`src/hw/podc_pkg.sv`:
```
package podc_pkg;
   // word indices of the banked registers; the bus byte address is four times the index
   localparam logic [11:0] PODC_IDX_PADCFG = 12'hf3c;
   localparam logic [11:0] PODC_IDX_OD3 = 12'hf40;
   localparam logic [11:0] PODC_IDX_OD2 = 12'hf41;
   localparam logic [11:0] PODC_IDX_OD1 = 12'hf42;
   localparam int PODC_AW = 14;
   // field positions
   localparam int PODC_OD3_DELAY_BIT = 7;
   localparam int PODC_OD3_SPI2_BIT = 1;
   localparam int PODC_OD3_SPI1_BIT = 0;
   localparam int PODC_PAD_TTL_BIT = 0;
   localparam int PODC_PAD_SEL_LO = 1;
   // write masks of implemented bits
   localparam logic [7:0] PODC_OD1_MASK = 8'hff;
   localparam logic [7:0] PODC_OD2_MASK = 8'h0f;
   localparam logic [7:0] PODC_OD3_MASK = 8'h83;
   localparam logic [7:0] PODC_PAD_MASK = 8'h07;
   localparam logic [7:0] PODC_RESET_VAL = 8'h00;
   // number of pads served by the remap unit
   localparam int PODC_NPAD = 16;
   // peripheral output indices: 0..7 od1 bits, 8..11 od2 bits, 12..13 spi
   localparam int PODC_NOUT = 14;
   // rtc pin source codes
   localparam logic [1:0] PODC_RTC_ALARM = 2'h0;
   localparam logic [1:0] PODC_RTC_SECS = 2'h1;
   localparam logic [1:0] PODC_RTC_CLKSRC = 2'h2;
   localparam logic [1:0] PODC_AXI_OKAY = 2'h0;
   localparam logic [1:0] PODC_AXI_SLVERR = 2'h2;
endpackage

```
`src/hw/podc_pad.sv`:
```
`timescale 1ns/10ps
`default_nettype none
// one pad driver: push-pull or open-drain, registered outputs
module podc_pad (
   input wire logic clk,
   input wire logic rstn,
   input wire logic od_en,
   input wire logic is_periph,
   input wire logic per_data,
   input wire logic per_drive,
   input wire logic output_latch,
   input wire logic direction_bits,
   output logic pad_out,
   output logic pad_oe
);
   import podc_pkg::*;
   typedef struct packed {
      logic out;
      logic oe;
   } podc_pad_s;
   podc_pad_s st_ff, nxt_st;

   // a driven one under open drain is released, the pull-up makes the high
   always_comb begin
      nxt_st = st_ff;
      if (is_periph) begin
         if (od_en) begin
            nxt_st.out = 1'b0; // RULE13
            nxt_st.oe = per_drive & ~per_data; // RULE13
         end else begin
            nxt_st.out = per_data; // RULE1
            nxt_st.oe = per_drive; // RULE1
         end
      end else begin
         nxt_st.out = output_latch;
         nxt_st.oe = ~direction_bits; // RULE12
      end
   end

   always_ff @(posedge clk) begin
      if (!rstn) begin
         st_ff <= '0;
      end else begin
         st_ff <= nxt_st;
      end
   end

   assign pad_out = st_ff.out;
   assign pad_oe = st_ff.oe;

   property p_od_never_high;
      @(posedge clk) disable iff (!rstn) (pad_oe && $past(is_periph) && $past(od_en)) |-> !pad_out;
   endproperty
   a_od_never_high: assert property (p_od_never_high) else $error("open drain drove high"); // RULE13
   property p_od_low;
      @(posedge clk) disable iff (!rstn) (is_periph && od_en && per_drive && !per_data) |=> (pad_oe && !pad_out);
   endproperty
   a_od_low: assert property (p_od_low) else $error("open drain zero not driven"); // RULE13
   property p_pp;
      @(posedge clk) disable iff (!rstn) (is_periph && !od_en && per_drive) |=> (pad_oe && pad_out == $past(per_data));
   endproperty
   a_pp: assert property (p_pp) else $error("push pull wrong"); // RULE1
   property p_latch_zero;
      @(posedge clk) disable iff (!rstn) (!is_periph && !output_latch)
         |=> (pad_oe == !$past(direction_bits) && !pad_out);
   endproperty
   a_latch_zero: assert property (p_latch_zero) else $error("latch zero pin wrong"); // RULE12
endmodule // podc_pad
`default_nettype wire

```
`src/hw/podc_top.sv`:
```
// Register access over AXI4-Lite was left to the implementer.
`timescale 1ns/10ps
`default_nettype none
// Behaviour
// RULE1: a set open-drain bit makes that module's outputs open-drain, clear means push-pull.
// RULE2: the first open-drain register holds compare 8..4 in bits 7..3 and pwm 3..1 in bits 2..0.
// RULE3: the second holds compare 10, compare 9, serial 2, serial 1 in bits 3..0, upper bits read zero.
// RULE4: the third holds spi 2 and spi 1 in bits 1..0, bits 6..2 read zero.
// RULE5: bit 7 of the third register enables the charge unit delay input on port a pin 1.
// RULE6: a remapped output gets the open-drain setting on whichever pad it is routed to.
// RULE7: open-drain acts only on serial, spi and compare/pwm data and clock outputs.
// RULE8: pad config bit 0 selects ttl buffers for all parallel port inputs, clear selects schmitt.
// RULE9: pad config bits 2..1 pick the rtc pin source: alarm, seconds, clock source, reserved.
// RULE10: the clock source is rc, secondary oscillator or external timer clock per two config bits.
// RULE11: the rtc pin carries its source only while the rtc output enable is set.
// RULE12: with latch zero a gpio pad drives low as output and floats as input.
// RULE13: open-drain pulls low for zero and releases for one, never drives high.
module podc_top (
   input wire logic clk,
   input wire logic rstn,
   // axi4-lite slave
   input wire logic [podc_pkg::PODC_AW-1:0] s_axi_awaddr,
   input wire logic s_axi_awvalid,
   output logic s_axi_awready,
   input wire logic [31:0] s_axi_wdata,
   input wire logic [3:0] s_axi_wstrb,
   input wire logic s_axi_wvalid,
   output logic s_axi_wready,
   output logic [1:0] s_axi_bresp,
   output logic s_axi_bvalid,
   input wire logic s_axi_bready,
   input wire logic [podc_pkg::PODC_AW-1:0] s_axi_araddr,
   input wire logic s_axi_arvalid,
   output logic s_axi_arready,
   output logic [31:0] s_axi_rdata,
   output logic [1:0] s_axi_rresp,
   output logic s_axi_rvalid,
   input wire logic s_axi_rready,
   // peripheral outputs and remap
   input wire logic [podc_pkg::PODC_NOUT-1:0] per_data,
   input wire logic [podc_pkg::PODC_NOUT-1:0] per_drive,
   input wire logic [podc_pkg::PODC_NPAD*4-1:0] pin_remap_unit,
   input wire logic [podc_pkg::PODC_NPAD-1:0] remap_valid,
   input wire logic [podc_pkg::PODC_NPAD-1:0] output_latch,
   input wire logic [podc_pkg::PODC_NPAD-1:0] direction_bits,
   output logic [podc_pkg::PODC_NPAD-1:0] pad_out,
   output logic [podc_pkg::PODC_NPAD-1:0] pad_oe,
   // misc pad controls
   output logic charge_unit_delay_input_en,
   output logic parport_ttl_input_sel,
   // rtc pin
   input wire logic rtc_alarm_pulse,
   input wire logic rtc_seconds_clk,
   input wire logic rtc_intrc_clk,
   input wire logic rtc_t1osc_clk,
   input wire logic rtc_t1cki_clk,
   input wire logic rtc_osc_source_cfg,
   input wire logic timer1_osc_enable,
   input wire logic rtc_pin_output_en,
   output logic rtc_pin_out,
   output logic rtc_pin_oe
);
   import podc_pkg::*;

   typedef enum logic [1:0] {W_IDLE, W_RESP} podc_wst_e;
   typedef enum logic [1:0] {R_IDLE, R_RESP} podc_rst_e;

   typedef struct packed {
      logic [7:0] od1;
      logic [7:0] od2;
      logic [7:0] od3;
      logic [7:0] pad;
      podc_wst_e wst;
      podc_rst_e rst;
      logic aw_got;
      logic w_got;
      logic [PODC_AW-1:0] awaddr;
      logic [7:0] wbyte;
      logic wlane;
      logic [1:0] bresp;
      logic [31:0] rdata;
      logic [1:0] rresp;
      logic rtc_out;
      logic rtc_oe;
   } podc_s;

   podc_s st_ff, nxt_st;
   logic [PODC_NOUT-1:0] od_vec;

   // word index of a byte address; registers sit one per word at index*4
   function automatic logic [11:0] podc_index(input logic [PODC_AW-1:0] a);
      podc_index = a[PODC_AW-1:2];
   endfunction

   // decode returns hit and the register byte
   function automatic logic [8:0] podc_read(input podc_s s, input logic [11:0] idx);
      case (idx)
         PODC_IDX_OD1: podc_read = {1'b1, s.od1}; // RULE2
         PODC_IDX_OD2: podc_read = {1'b1, s.od2 & PODC_OD2_MASK}; // RULE3
         PODC_IDX_OD3: podc_read = {1'b1, s.od3 & PODC_OD3_MASK}; // RULE4
         PODC_IDX_PADCFG: podc_read = {1'b1, s.pad & PODC_PAD_MASK};
         default: podc_read = 9'h000;
      endcase
   endfunction

   // bus and rtc next state
   always_comb begin
      logic [11:0] widx;
      logic [8:0] rd;
      logic [1:0] sel;
      logic clk_src;
      logic src;
      widx = 12'h000;
      rd = 9'h000;
      sel = 2'h0;
      clk_src = 1'b0;
      src = 1'b0;
      nxt_st = st_ff;
      // write channel: address and data taken in either order
      case (st_ff.wst)
         W_IDLE: begin
            if (s_axi_awvalid && !st_ff.aw_got) begin
               nxt_st.aw_got = 1'b1;
               nxt_st.awaddr = s_axi_awaddr;
            end
            if (s_axi_wvalid && !st_ff.w_got) begin
               nxt_st.w_got = 1'b1;
               nxt_st.wbyte = s_axi_wdata[7:0];
               nxt_st.wlane = s_axi_wstrb[0];
            end
            if (nxt_st.aw_got && nxt_st.w_got) begin
               widx = podc_index(nxt_st.awaddr);
               nxt_st.bresp = PODC_AXI_OKAY;
               // only lane 0 carries data; upper lanes ignored
               case (widx)
                  PODC_IDX_OD1: if (nxt_st.wlane) nxt_st.od1 = nxt_st.wbyte & PODC_OD1_MASK; // RULE2
                  PODC_IDX_OD2: if (nxt_st.wlane) nxt_st.od2 = nxt_st.wbyte & PODC_OD2_MASK; // RULE3
                  PODC_IDX_OD3: if (nxt_st.wlane) nxt_st.od3 = nxt_st.wbyte & PODC_OD3_MASK; // RULE4
                  PODC_IDX_PADCFG: if (nxt_st.wlane) nxt_st.pad = nxt_st.wbyte & PODC_PAD_MASK;
                  default: nxt_st.bresp = PODC_AXI_SLVERR;
               endcase
               nxt_st.wst = W_RESP;
            end
         end
         W_RESP: begin
            if (s_axi_bready) begin
               nxt_st.wst = W_IDLE;
               nxt_st.aw_got = 1'b0;
               nxt_st.w_got = 1'b0;
            end
         end
         default: nxt_st.wst = W_IDLE;
      endcase
      // read channel
      case (st_ff.rst)
         R_IDLE: begin
            if (s_axi_arvalid) begin
               rd = podc_read(st_ff, podc_index(s_axi_araddr));
               nxt_st.rdata = {24'h000000, rd[7:0]};
               nxt_st.rresp = rd[8] ? PODC_AXI_OKAY : PODC_AXI_SLVERR;
               nxt_st.rst = R_RESP;
            end
         end
         R_RESP: begin
            if (s_axi_rready) begin
               nxt_st.rst = R_IDLE;
            end
         end
         default: nxt_st.rst = R_IDLE;
      endcase
      // rtc pin source select; reserved code drives low
      sel = st_ff.pad[PODC_PAD_SEL_LO +: 2];
      if (!rtc_osc_source_cfg) begin
         clk_src = rtc_intrc_clk; // RULE10
      end else if (timer1_osc_enable) begin
         clk_src = rtc_t1osc_clk; // RULE10
      end else begin
         clk_src = rtc_t1cki_clk; // RULE10
      end
      case (sel)
         PODC_RTC_ALARM: src = rtc_alarm_pulse; // RULE9
         PODC_RTC_SECS: src = rtc_seconds_clk; // RULE9
         PODC_RTC_CLKSRC: src = clk_src; // RULE9
         default: src = 1'b0;
      endcase
      nxt_st.rtc_out = rtc_pin_output_en & src; // RULE11
      nxt_st.rtc_oe = rtc_pin_output_en; // RULE11
   end

   always_ff @(posedge clk) begin
      if (!rstn) begin
         st_ff <= '0;
      end else begin
         st_ff <= nxt_st;
      end
   end

   // open-drain enable per peripheral output, only compare, pwm, serial, spi
   assign od_vec = {st_ff.od3[PODC_OD3_SPI2_BIT], st_ff.od3[PODC_OD3_SPI1_BIT], st_ff.od2[3:0], st_ff.od1}; // RULE7

   // each pad looks up the peripheral routed to it, so the setting follows the route
   genvar gi;
   generate
      for (gi = 0; gi < PODC_NPAD; gi++) begin : g_pad
         logic [3:0] src_idx;
         logic hit;
         assign src_idx = pin_remap_unit[gi*4 +: 4];
         assign hit = remap_valid[gi] && (src_idx < 4'(PODC_NOUT));
         podc_pad u_pad (
            .clk(clk),
            .rstn(rstn),
            .od_en(hit && od_vec[src_idx]), // RULE6
            .is_periph(hit),
            .per_data(hit && per_data[src_idx]),
            .per_drive(hit && per_drive[src_idx]),
            .output_latch(output_latch[gi]),
            .direction_bits(direction_bits[gi]),
            .pad_out(pad_out[gi]),
            .pad_oe(pad_oe[gi])
         );
      end
   endgenerate

   assign charge_unit_delay_input_en = st_ff.od3[PODC_OD3_DELAY_BIT]; // RULE5
   assign parport_ttl_input_sel = st_ff.pad[PODC_PAD_TTL_BIT]; // RULE8
   assign rtc_pin_out = st_ff.rtc_out;
   assign rtc_pin_oe = st_ff.rtc_oe;
   assign s_axi_awready = (st_ff.wst == W_IDLE) && !st_ff.aw_got;
   assign s_axi_wready = (st_ff.wst == W_IDLE) && !st_ff.w_got;
   assign s_axi_bvalid = (st_ff.wst == W_RESP);
   assign s_axi_bresp = st_ff.bresp;
   assign s_axi_arready = (st_ff.rst == R_IDLE);
   assign s_axi_rvalid = (st_ff.rst == R_RESP);
   assign s_axi_rdata = st_ff.rdata;
   assign s_axi_rresp = st_ff.rresp;

   property p_od2_upper;
      @(posedge clk) disable iff (!rstn) s_axi_rvalid && $past(s_axi_arvalid && s_axi_arready)
         && podc_index($past(s_axi_araddr)) == PODC_IDX_OD2 |-> s_axi_rdata[31:4] == 28'h0;
   endproperty
   a_od2_upper: assert property (p_od2_upper) else $error("od2 upper bits not zero"); // RULE3
   property p_od3_gap;
      @(posedge clk) disable iff (!rstn) s_axi_rvalid && $past(s_axi_arvalid && s_axi_arready)
         && podc_index($past(s_axi_araddr)) == PODC_IDX_OD3 |-> s_axi_rdata[6:2] == 5'h0;
   endproperty
   a_od3_gap: assert property (p_od3_gap) else $error("od3 gap bits not zero"); // RULE4
   property p_rtc_off;
      @(posedge clk) disable iff (!rstn) !rtc_pin_output_en |=> (!rtc_pin_oe && !rtc_pin_out);
   endproperty
   a_rtc_off: assert property (p_rtc_off) else $error("rtc pin active while disabled"); // RULE11
   property p_rtc_secs;
      @(posedge clk) disable iff (!rstn) (rtc_pin_output_en && st_ff.pad[PODC_PAD_SEL_LO +: 2] == PODC_RTC_SECS)
         |=> rtc_pin_out == $past(rtc_seconds_clk);
   endproperty
   a_rtc_secs: assert property (p_rtc_secs) else $error("rtc seconds source wrong"); // RULE9
   property p_rtc_intrc;
      @(posedge clk) disable iff (!rstn) (rtc_pin_output_en && st_ff.pad[PODC_PAD_SEL_LO +: 2] == PODC_RTC_CLKSRC
         && !rtc_osc_source_cfg)
         |=> rtc_pin_out == $past(rtc_intrc_clk);
   endproperty
   a_rtc_intrc: assert property (p_rtc_intrc) else $error("rtc clock source wrong"); // RULE10
   property p_wr_od1;
      @(posedge clk) disable iff (!rstn) (s_axi_bvalid && !$past(s_axi_bvalid) && st_ff.bresp == PODC_AXI_OKAY
         && podc_index(st_ff.awaddr) == PODC_IDX_OD1 && st_ff.wlane) |-> st_ff.od1 == st_ff.wbyte;
   endproperty
   a_wr_od1: assert property (p_wr_od1) else $error("od1 write lost"); // RULE2
   // a pad config write must reach the buffer select pin in the cycle its response appears
   property p_ttl;
      @(posedge clk) disable iff (!rstn) (s_axi_bvalid && !$past(s_axi_bvalid) && st_ff.bresp == PODC_AXI_OKAY
         && podc_index(st_ff.awaddr) == PODC_IDX_PADCFG && st_ff.wlane)
         |-> parport_ttl_input_sel == st_ff.wbyte[PODC_PAD_TTL_BIT];
   endproperty
   a_ttl: assert property (p_ttl) else $error("ttl select moved"); // RULE8
   property p_delay;
      @(posedge clk) disable iff (!rstn) (s_axi_bvalid && !$past(s_axi_bvalid) && st_ff.bresp == PODC_AXI_OKAY
         && podc_index(st_ff.awaddr) == PODC_IDX_OD3 && st_ff.wlane)
         |-> charge_unit_delay_input_en == st_ff.wbyte[PODC_OD3_DELAY_BIT];
   endproperty
   a_delay: assert property (p_delay) else $error("delay enable missing"); // RULE5
   property p_bresp_hold;
      @(posedge clk) disable iff (!rstn) s_axi_bvalid && !s_axi_bready |=> s_axi_bvalid;
   endproperty
   a_bresp_hold: assert property (p_bresp_hold) else $error("bvalid dropped");
   c_write: cover property (@(posedge clk) disable iff (!rstn) s_axi_bvalid && s_axi_bready);
   c_read: cover property (@(posedge clk) disable iff (!rstn) s_axi_rvalid && s_axi_rready);
   c_od: cover property (@(posedge clk) disable iff (!rstn) |(od_vec & per_drive));
   c_rtc: cover property (@(posedge clk) disable iff (!rstn) rtc_pin_oe && st_ff.pad[2:1] == PODC_RTC_CLKSRC);
endmodule // podc_top
`default_nettype wire

```
`config.mk`:
```
export PLATFORM = sky130hd
export DESIGN_NAME = podc_top
export DESIGN_NICKNAME = d
export VERILOG_FILES = /design/src/hw/podc_pkg.sv /design/src/hw/podc_pad.sv /design/src/hw/podc_top.sv
export SDC_FILE = /design/constraint.sdc
export NUM_CORES = 1
export LEC_CHECK = 0
export ABC_AREA = 1
export ABC_CLOCK_PERIOD_IN_PS = 3800
export BUFFER_PORTS_ARGS = -buffer_cell sky130_fd_sc_hd__buf_2
export CORE_ASPECT_RATIO = 1.75
export CORE_MARGIN = 4
export CORE_UTILIZATION = 30
export DETAILED_ROUTE_END_ITERATION = 12
export PLACE_DENSITY = 0.51
export SLEW_MARGIN = 30
export SYNTH_ARGS = -nofsm -noshare
export SYNTH_HDL_FRONTEND = slang
export SYNTH_SLANG_ARGS = --single-unit
```
`constraint.sdc`:
```
create_clock -name clk -period 3.8 [get_ports clk]
set_input_delay 0.57 -clock clk [delete_from_list [all_inputs] [get_ports clk]]
set_output_delay 0.57 -clock clk [all_outputs]
set_load 0.005 [all_outputs]
```
Word level (Yosys, flattened, before mapping)
Cells that the tools add are included.
{"block": "totals", "regBits": 91, "input_bits": 219, "out_inout_bits": 77, "wordCells": 381}
{"block": "classes", "magnitude_cmp": 32, "eq_ne": 16, "muxes": 151, "bitwise": 49, "reduce_logical": 85}
{"operator": "1-bit binary-select mux with 4-bit select", "count": 48}
{"operator": "12-bit == test (second input constant)", "count": 8}
{"operator": "4-bit by 5-bit less-than comparator with 1-bit output (second input constant)", "count": 16}
{"operator": "2-bit 2-to-1 mux", "count": 38}
{"operator": "1-bit logical AND", "count": 69}
{"operator": "4-bit less-than comparator (second input constant)", "count": 16}
{"operator": "1-bit 2-to-1 mux", "count": 54}
{"operator": "9-bit 2-to-1 mux", "count": 4}
{"operator": "9-bit case mux with 4 select lines", "count": 1}
{"operator": "1-bit NOT", "count": 32}
{"operator": "14-bit 2-to-1 mux", "count": 2}
{"operator": "1-bit AND", "count": 17}
{"operator": "4-bit AND reduction", "count": 4}
{"operator": "2-bit case mux with 2 select lines", "count": 3}
{"operator": "2-bit AND reduction", "count": 5}
{"operator": "2-bit by 1-bit == test with 1-bit output (second input constant)", "count": 3}
{"operator": "2-bit logical NOT", "count": 3}
{"operator": "2-bit by 1-bit != test with 1-bit output (second input constant)", "count": 2}
{"operator": "2-bit != test (second input constant)", "count": 2}
{"operator": "4-bit OR reduction", "count": 1}
{"operator": "1-bit case mux with 3 select lines", "count": 1}
{"operator": "2-bit == test (second input constant)", "count": 1}
{"operator": "1-bit logical NOT", "count": 2}
{"operator": "2-bit nonzero test", "count": 1}

Longest topological paths before layout
{"block": "depth", "ltp_word": 7, "ltp_mapped": 13, "ltp_nobuf": 12}

Modules after synthesis
From an unflattened synthesis, not the netlist that was laid out.
{"block": "unflattened", "cells_unflattened": 2051, "hier_area_um2": 10950.5}
{"mod": "podc_top", "n_inst": 1, "cells_each": 1827, "area_per_inst_um2": 9529.1}
{"mod": "podc_pad", "n_inst": 16, "cells_each": 14, "area_per_inst_um2": 88.8}

Worst setup path before layout
No wires, ideal clock.
{"block": "synth_path", "path_kind": "input-to-reg", "from": "input s_axi_awvalid", "to": "register st_ff, in the netlist od_vec[2]", "setup_time_ns": 0.112, "arrival_time_ns": 1.597, "path_slack_ns": 2.091, "path_stages": 10, "cell_sequence": "buf_4 > nand3_1 > nand2_1 > nor2_2 > nand3_2 > nor2_4 > buf_4 > nand4_1 > nand2_1 > nor2_1"}
{"block": "synth_between", "elab_chain_cells": 5, "elab_cells_between_ends": 8}
{"item": "from (decl)", "line": "podc_top.sv:23", "source": "input wire logic s_axi_awvalid,"}
{"item": "1-bit logical AND (*)", "line": "podc_top.sv:122", "source": "if (s_axi_awvalid && !st_ff.aw_got) begin"}
{"item": "14-bit 2-to-1 mux or 1-bit 2-to-1 mux (tied branches)", "line": "podc_top.sv:122"}
{"item": "14-bit 2-to-1 mux or 1-bit 2-to-1 mux (tied branches)", "line": "podc_top.sv:120", "source": "case (st_ff.wst)"}
{"item": "12-bit == test or 1-bit logical AND (tied branches)", "line": "podc_top.sv:135, podc_top.sv:131"}
{"item": "4-bit AND reduction (no source line) (*)"}
{"item": "to (signal assigned)", "line": "podc_top.sv:194", "source": "st_ff <= nxt_st;"}
{"item": "to (decl)", "line": "podc_top.sv:87", "source": "podc_s st_ff, nxt_st;"}
Mark *: on every way between the ends. The rest lies on a longest branch, timed or not. The select of a mux whose other input is x is not followed.
A chain may end at the register's enable or synchronous reset.

Worst setup path after layout
{"block": "layout_path", "from": "input pin_remap_unit[0] (netlist name)", "to": "register g_pad[0].u_pad.st_ff, in the netlist g_pad[0].u_pad.pad_oe"}
{"block": "layout_between", "elab_chain_cells": 7, "elab_cells_between_ends": 15}
{"item": "from (decl)", "line": "podc_top.sv:42", "source": "input wire logic [podc_pkg::PODC_NPAD*4-1:0] pin_remap_unit,"}
{"item": "1-bit binary-select mux with 4-bit select or 4-bit less-than comparator (tied branches)", "line": "podc_top.sv:214, podc_top.sv:208"}
{"item": "1-bit 2-to-1 mux (implied by the code) or 1-bit logical AND (tied branches)", "line": "podc_top.sv:214, podc_top.sv:208"}
{"item": "1-bit logical AND", "line": "podc_top.sv:214", "source": ".per_data(hit && per_data[src_idx]),"}
{"item": "1-bit NOT", "line": "podc_pad.sv:29", "source": "nxt_st.oe = per_drive & ~per_data;"}
{"item": "1-bit AND", "line": "podc_pad.sv:29"}
{"item": "2-bit 2-to-1 mux", "line": "podc_pad.sv:27", "source": "if (od_en) begin"}
{"item": "2-bit 2-to-1 mux (*)", "line": "podc_pad.sv:26", "source": "if (is_periph) begin"}
{"item": "to (signal assigned)", "line": "podc_pad.sv:44", "source": "st_ff <= nxt_st;"}
{"item": "to (decl)", "line": "podc_pad.sv:21", "source": "podc_pad_s st_ff, nxt_st;"}
Marks and branches as above.

==> key figures <==
GRT
  – GR Util met3: 0.04657
  – Met1 GRT Util: 0.2821
  – GRT busiest layer: met2
  – Initial antenna violation count: 13
  – GR met2 Demand/Resource: 0.4235
  – Largest net degree at the start of global routing: 60
  – Vias in the first global route: 13850
  – Total GRT Usage: 0.2489
  – Global-route wire length before repair: 80720 um
  – Grt ovf: 0

Placement
  – Hpwl dp: 38780 um
  – GP Congestion: 0.9760
  – Placed Cells: 2855
  – Placed inst area: 12540 um^2
  – Port Buffers: 238

Synth
  – YS warnings: 0
  – Synth top area cells: nand2_1 (32%), dfxtp_1 (15%), nand3_1 (14%), inv_1 (5.9%), o211ai_1 (5.3%)
  – Post-synth EDFFs: 0
  – Top post-synthesis cells by count: nand2_1 (1002), nand3_1 (320), inv_1 (183), nor2_1 (134), clkbuf_1 (102)
  – #FFs+latches synth: 87
  – Cell taking the most area after synthesis: nand2_1
  – Count leader, synth: nand2_1
  – Ys flop type: dfxtp_1
  – Yosys top cell area share: 0.3224
  – Netlist area before placement: 11670 um^2
  – Synth unique cells: 36
  – Ys async rst share: 0
  – Mapped Cells: 2307
  – Part of the Yosys area used for sequential elements: 0.1493
  – Mean post-synth cell area: 5.057 um^2

Layout
  – Final Cell Area: 12890 um^2
  – Synth-to-layout area growth: 10.46%
  – Util after Layout: 0.3357
  – Share of cells above drive strength 1: 0.1253
  – Nets: 2600
  – Finished Layout Cells: 2883

Floorplan
  – Die span in y: 268.9 um
  – Initial Utilization: 0.3039
  – # rows: 95
  – # IOs: 296
  – Die area: 42240 um^2
  – Die X: 157.1 um
  – Area of the core: 38390 um^2

Hold path
  – HP Class: primary input to flip-flop
  – Hold Startpoint: rtc_pin_output_en

Pwr
  – Reg power frac: 0.305
  – Pwr Density: 254.9 nW/um^2
  – Sw Pwr: 0.001385 W
  – Leakage power: 7.133 nW
  – Worst vdd ir: 0.0002080 V
  – Net Sw Frac: 0.4216
  – Clock network power share: 0.317
  – P_int: 0.001901 W
  – Comb power frac: 0.378

STA
  – Minimum clock period: 2.186 ns
  – Setup TNS: 0 ns
  – Fmax: 457.5 MHz
  – Max Slew Vio Count: 0
  – Final hold vios: 0
  – RSZ-0062 raised after global routing: no
  – Tcrit/Tclk final: 0.5752
  – Slew headroom: 0.2898
  – Slew @ Worst Pin: 1.064 ns
  – Hold WS: 0.3836 ns
  – Final setup viols: 0
  – Clk_skew: 0.01602 ns

CTS
  – CTS tree: built
  – Clk sinks: 87
  – Post-CTS Setup Bufs: 0
  – Clk_lat worst skew: 0.39 ns
  – Gates resized, CTS repair: 0
  – Hold-fix buffers, CTS: 0
  – Clock slew at reported path FFs: 0.07 ns
  – Total CTS buffers: 9
  – H-tree Lvls: 3
  – CTS root buffer: clkbuf_16
  – CTS Buffer Depth: 2

Setup path
  – Critical path class: primary input to flip-flop
  – CP Max Fanout: 24
  – Reg2Reg Launch Point: st_ff[62]
  – CP Launch Type: primary input
  – Crit path DAT: 2.44 ns
  – Critical Path RT: 4.06 ns
  – Critical Path End Type: flip-flop
  – CP startpoint: pin_remap_unit[0]

Route
  – Antenna-violating nets left: 0
  – Remaining DRCs: 0
  – Number of DRC markers in iteration 0: 1515
  – WL final: 54710 um
  – Vias: 15270
  – Via density per instance: 5.297
  – TritonRoute pass-1 iters: 6
  – DR WL/cell: 18.98 um

Run status
  – Status: finished clean

Run
  – MaxCap Viol Count: 0
==> routing by layer <==
| layer | routed length [um] | vias up | part of all wire |
|---|---|---|---|
| met3 | 4349 | 206 | 0.079 |
| li1 | - | 7454 | - |
| met4 | 3895 | 2 | 0.071 |
| met5 | 13 | - | 0.00024 |
| met2 | 26190 | 727 | 0.48 |
| met1 | 20260 | 6883 | 0.37 |
==> area by class of cell <==
class	count	area [um^2]
tap	485	606.8
fill	4426	25510
timing repair buffer	251	1289
inverter	205	770.7
sequential	87	1742
clock buffer	9	225.2
clock inverter	7	86.33
multi-input combinational	1827	8138
antenna	12	30.03
==> path summary, 6_finish.rpt <==
kind                                 to  slack (ns)  cells past startpoint
setup / recovery  g_pad[0].u_pad.pad_oe        1.61                     10
hold / removal               rtc_pin_oe        0.38                      3
setup reg to reg              od_vec[5]        1.71                      9
hold reg to reg          s_axi_rdata[3]        0.47                      2
==> stage by stage <==
| step | total power [W] | setup WS, ns |
|---|---|---|
| floorplan | 0.001904 | 2.091 |
| global placement | 0.002227 | 1.336 |
| detailed placement | 0.002247 | 1.306 |
| CTS | 0.003296 | 1.698 |
| global route | 0.003494 | 1.414 |
| finish | 0.003286 | 1.614 |
==> power groups by stage <==
| stage | clock [W] | combinational [W] | sequential [W] |
|---|---|---|---|
| 2_1_floorplan | 0 | 0.000886 | 0.00102 |
| 3_3_place_gp | 0 | 0.00120 | 0.00102 |
| 3_5_place_dp | 0 | 0.00122 | 0.00102 |
| 4_1_cts | 0.00106 | 0.00123 | 0.00100 |
| 5_1_grt | 0.00109 | 0.00139 | 0.00101 |
| 6_report | 0.00104 | 0.00124 | 0.00100 |
==> logic make-up after synthesis <==
kind of cell / share of synthesized area
flip-flops: 0.1493
multiplexers: 0.006864
AND/OR/NAND/NOR: 0.5445
AO/OA/AOI/OAI: 0.1376
other: 0.0003214
buffers and inverters: 0.1615
==> flip-flops by register name (all words and copies together), names as in the netlist <==
name	count
st_ff	27
g_pad.u_pad.pad_oe	16
g_pad.u_pad.pad_out	16
od_vec	14
s_axi_rdata	8
charge_unit_delay_input_en	1
parport_ttl_input_sel	1
rtc_pin_oe	1
rtc_pin_out	1
s_axi_bresp	1
s_axi_rresp	1
==> critical path: stages <==
cell      delay (ns)
buf_2           0.35
clkinv_1        0.57
nand2_1         0.21
nand3_1         0.08
nand2_1         0.08
nand2_1         0.05
nand2_1         0.10
nand2_1         0.06
o21ai_1         0.26
a21oi_1         0.11
==> cell usage in the layout (no fill, tap or decap), drive strengths merged <==
cell type / netlist / layout
buf: 110 / 251
nand2: 1007 / 1007
conb: 1 / 26
clkbuf: 103 / 9
nand3: 322 / 322
inv: 186 / 190
nor3: 3 / 3
nand4: 33 / 33
nor2: 144 / 144
dfxtp: 87 / 87
or2: 7 / 7
a21oi: 89 / 89
clkinvlp: 0 / 1
o31ai: 12 / 12
nand3b: 6 / 6
o311ai: 1 / 1
clkinv: 19 / 20
bufinv: 0 / 1
o21a: 2 / 2
o21ai: 83 / 83
o211ai: 83 / 83
diode: 0 / 12
and3: 1 / 1
mux2i: 8 / 8
(Power assumes the default switching activity.)
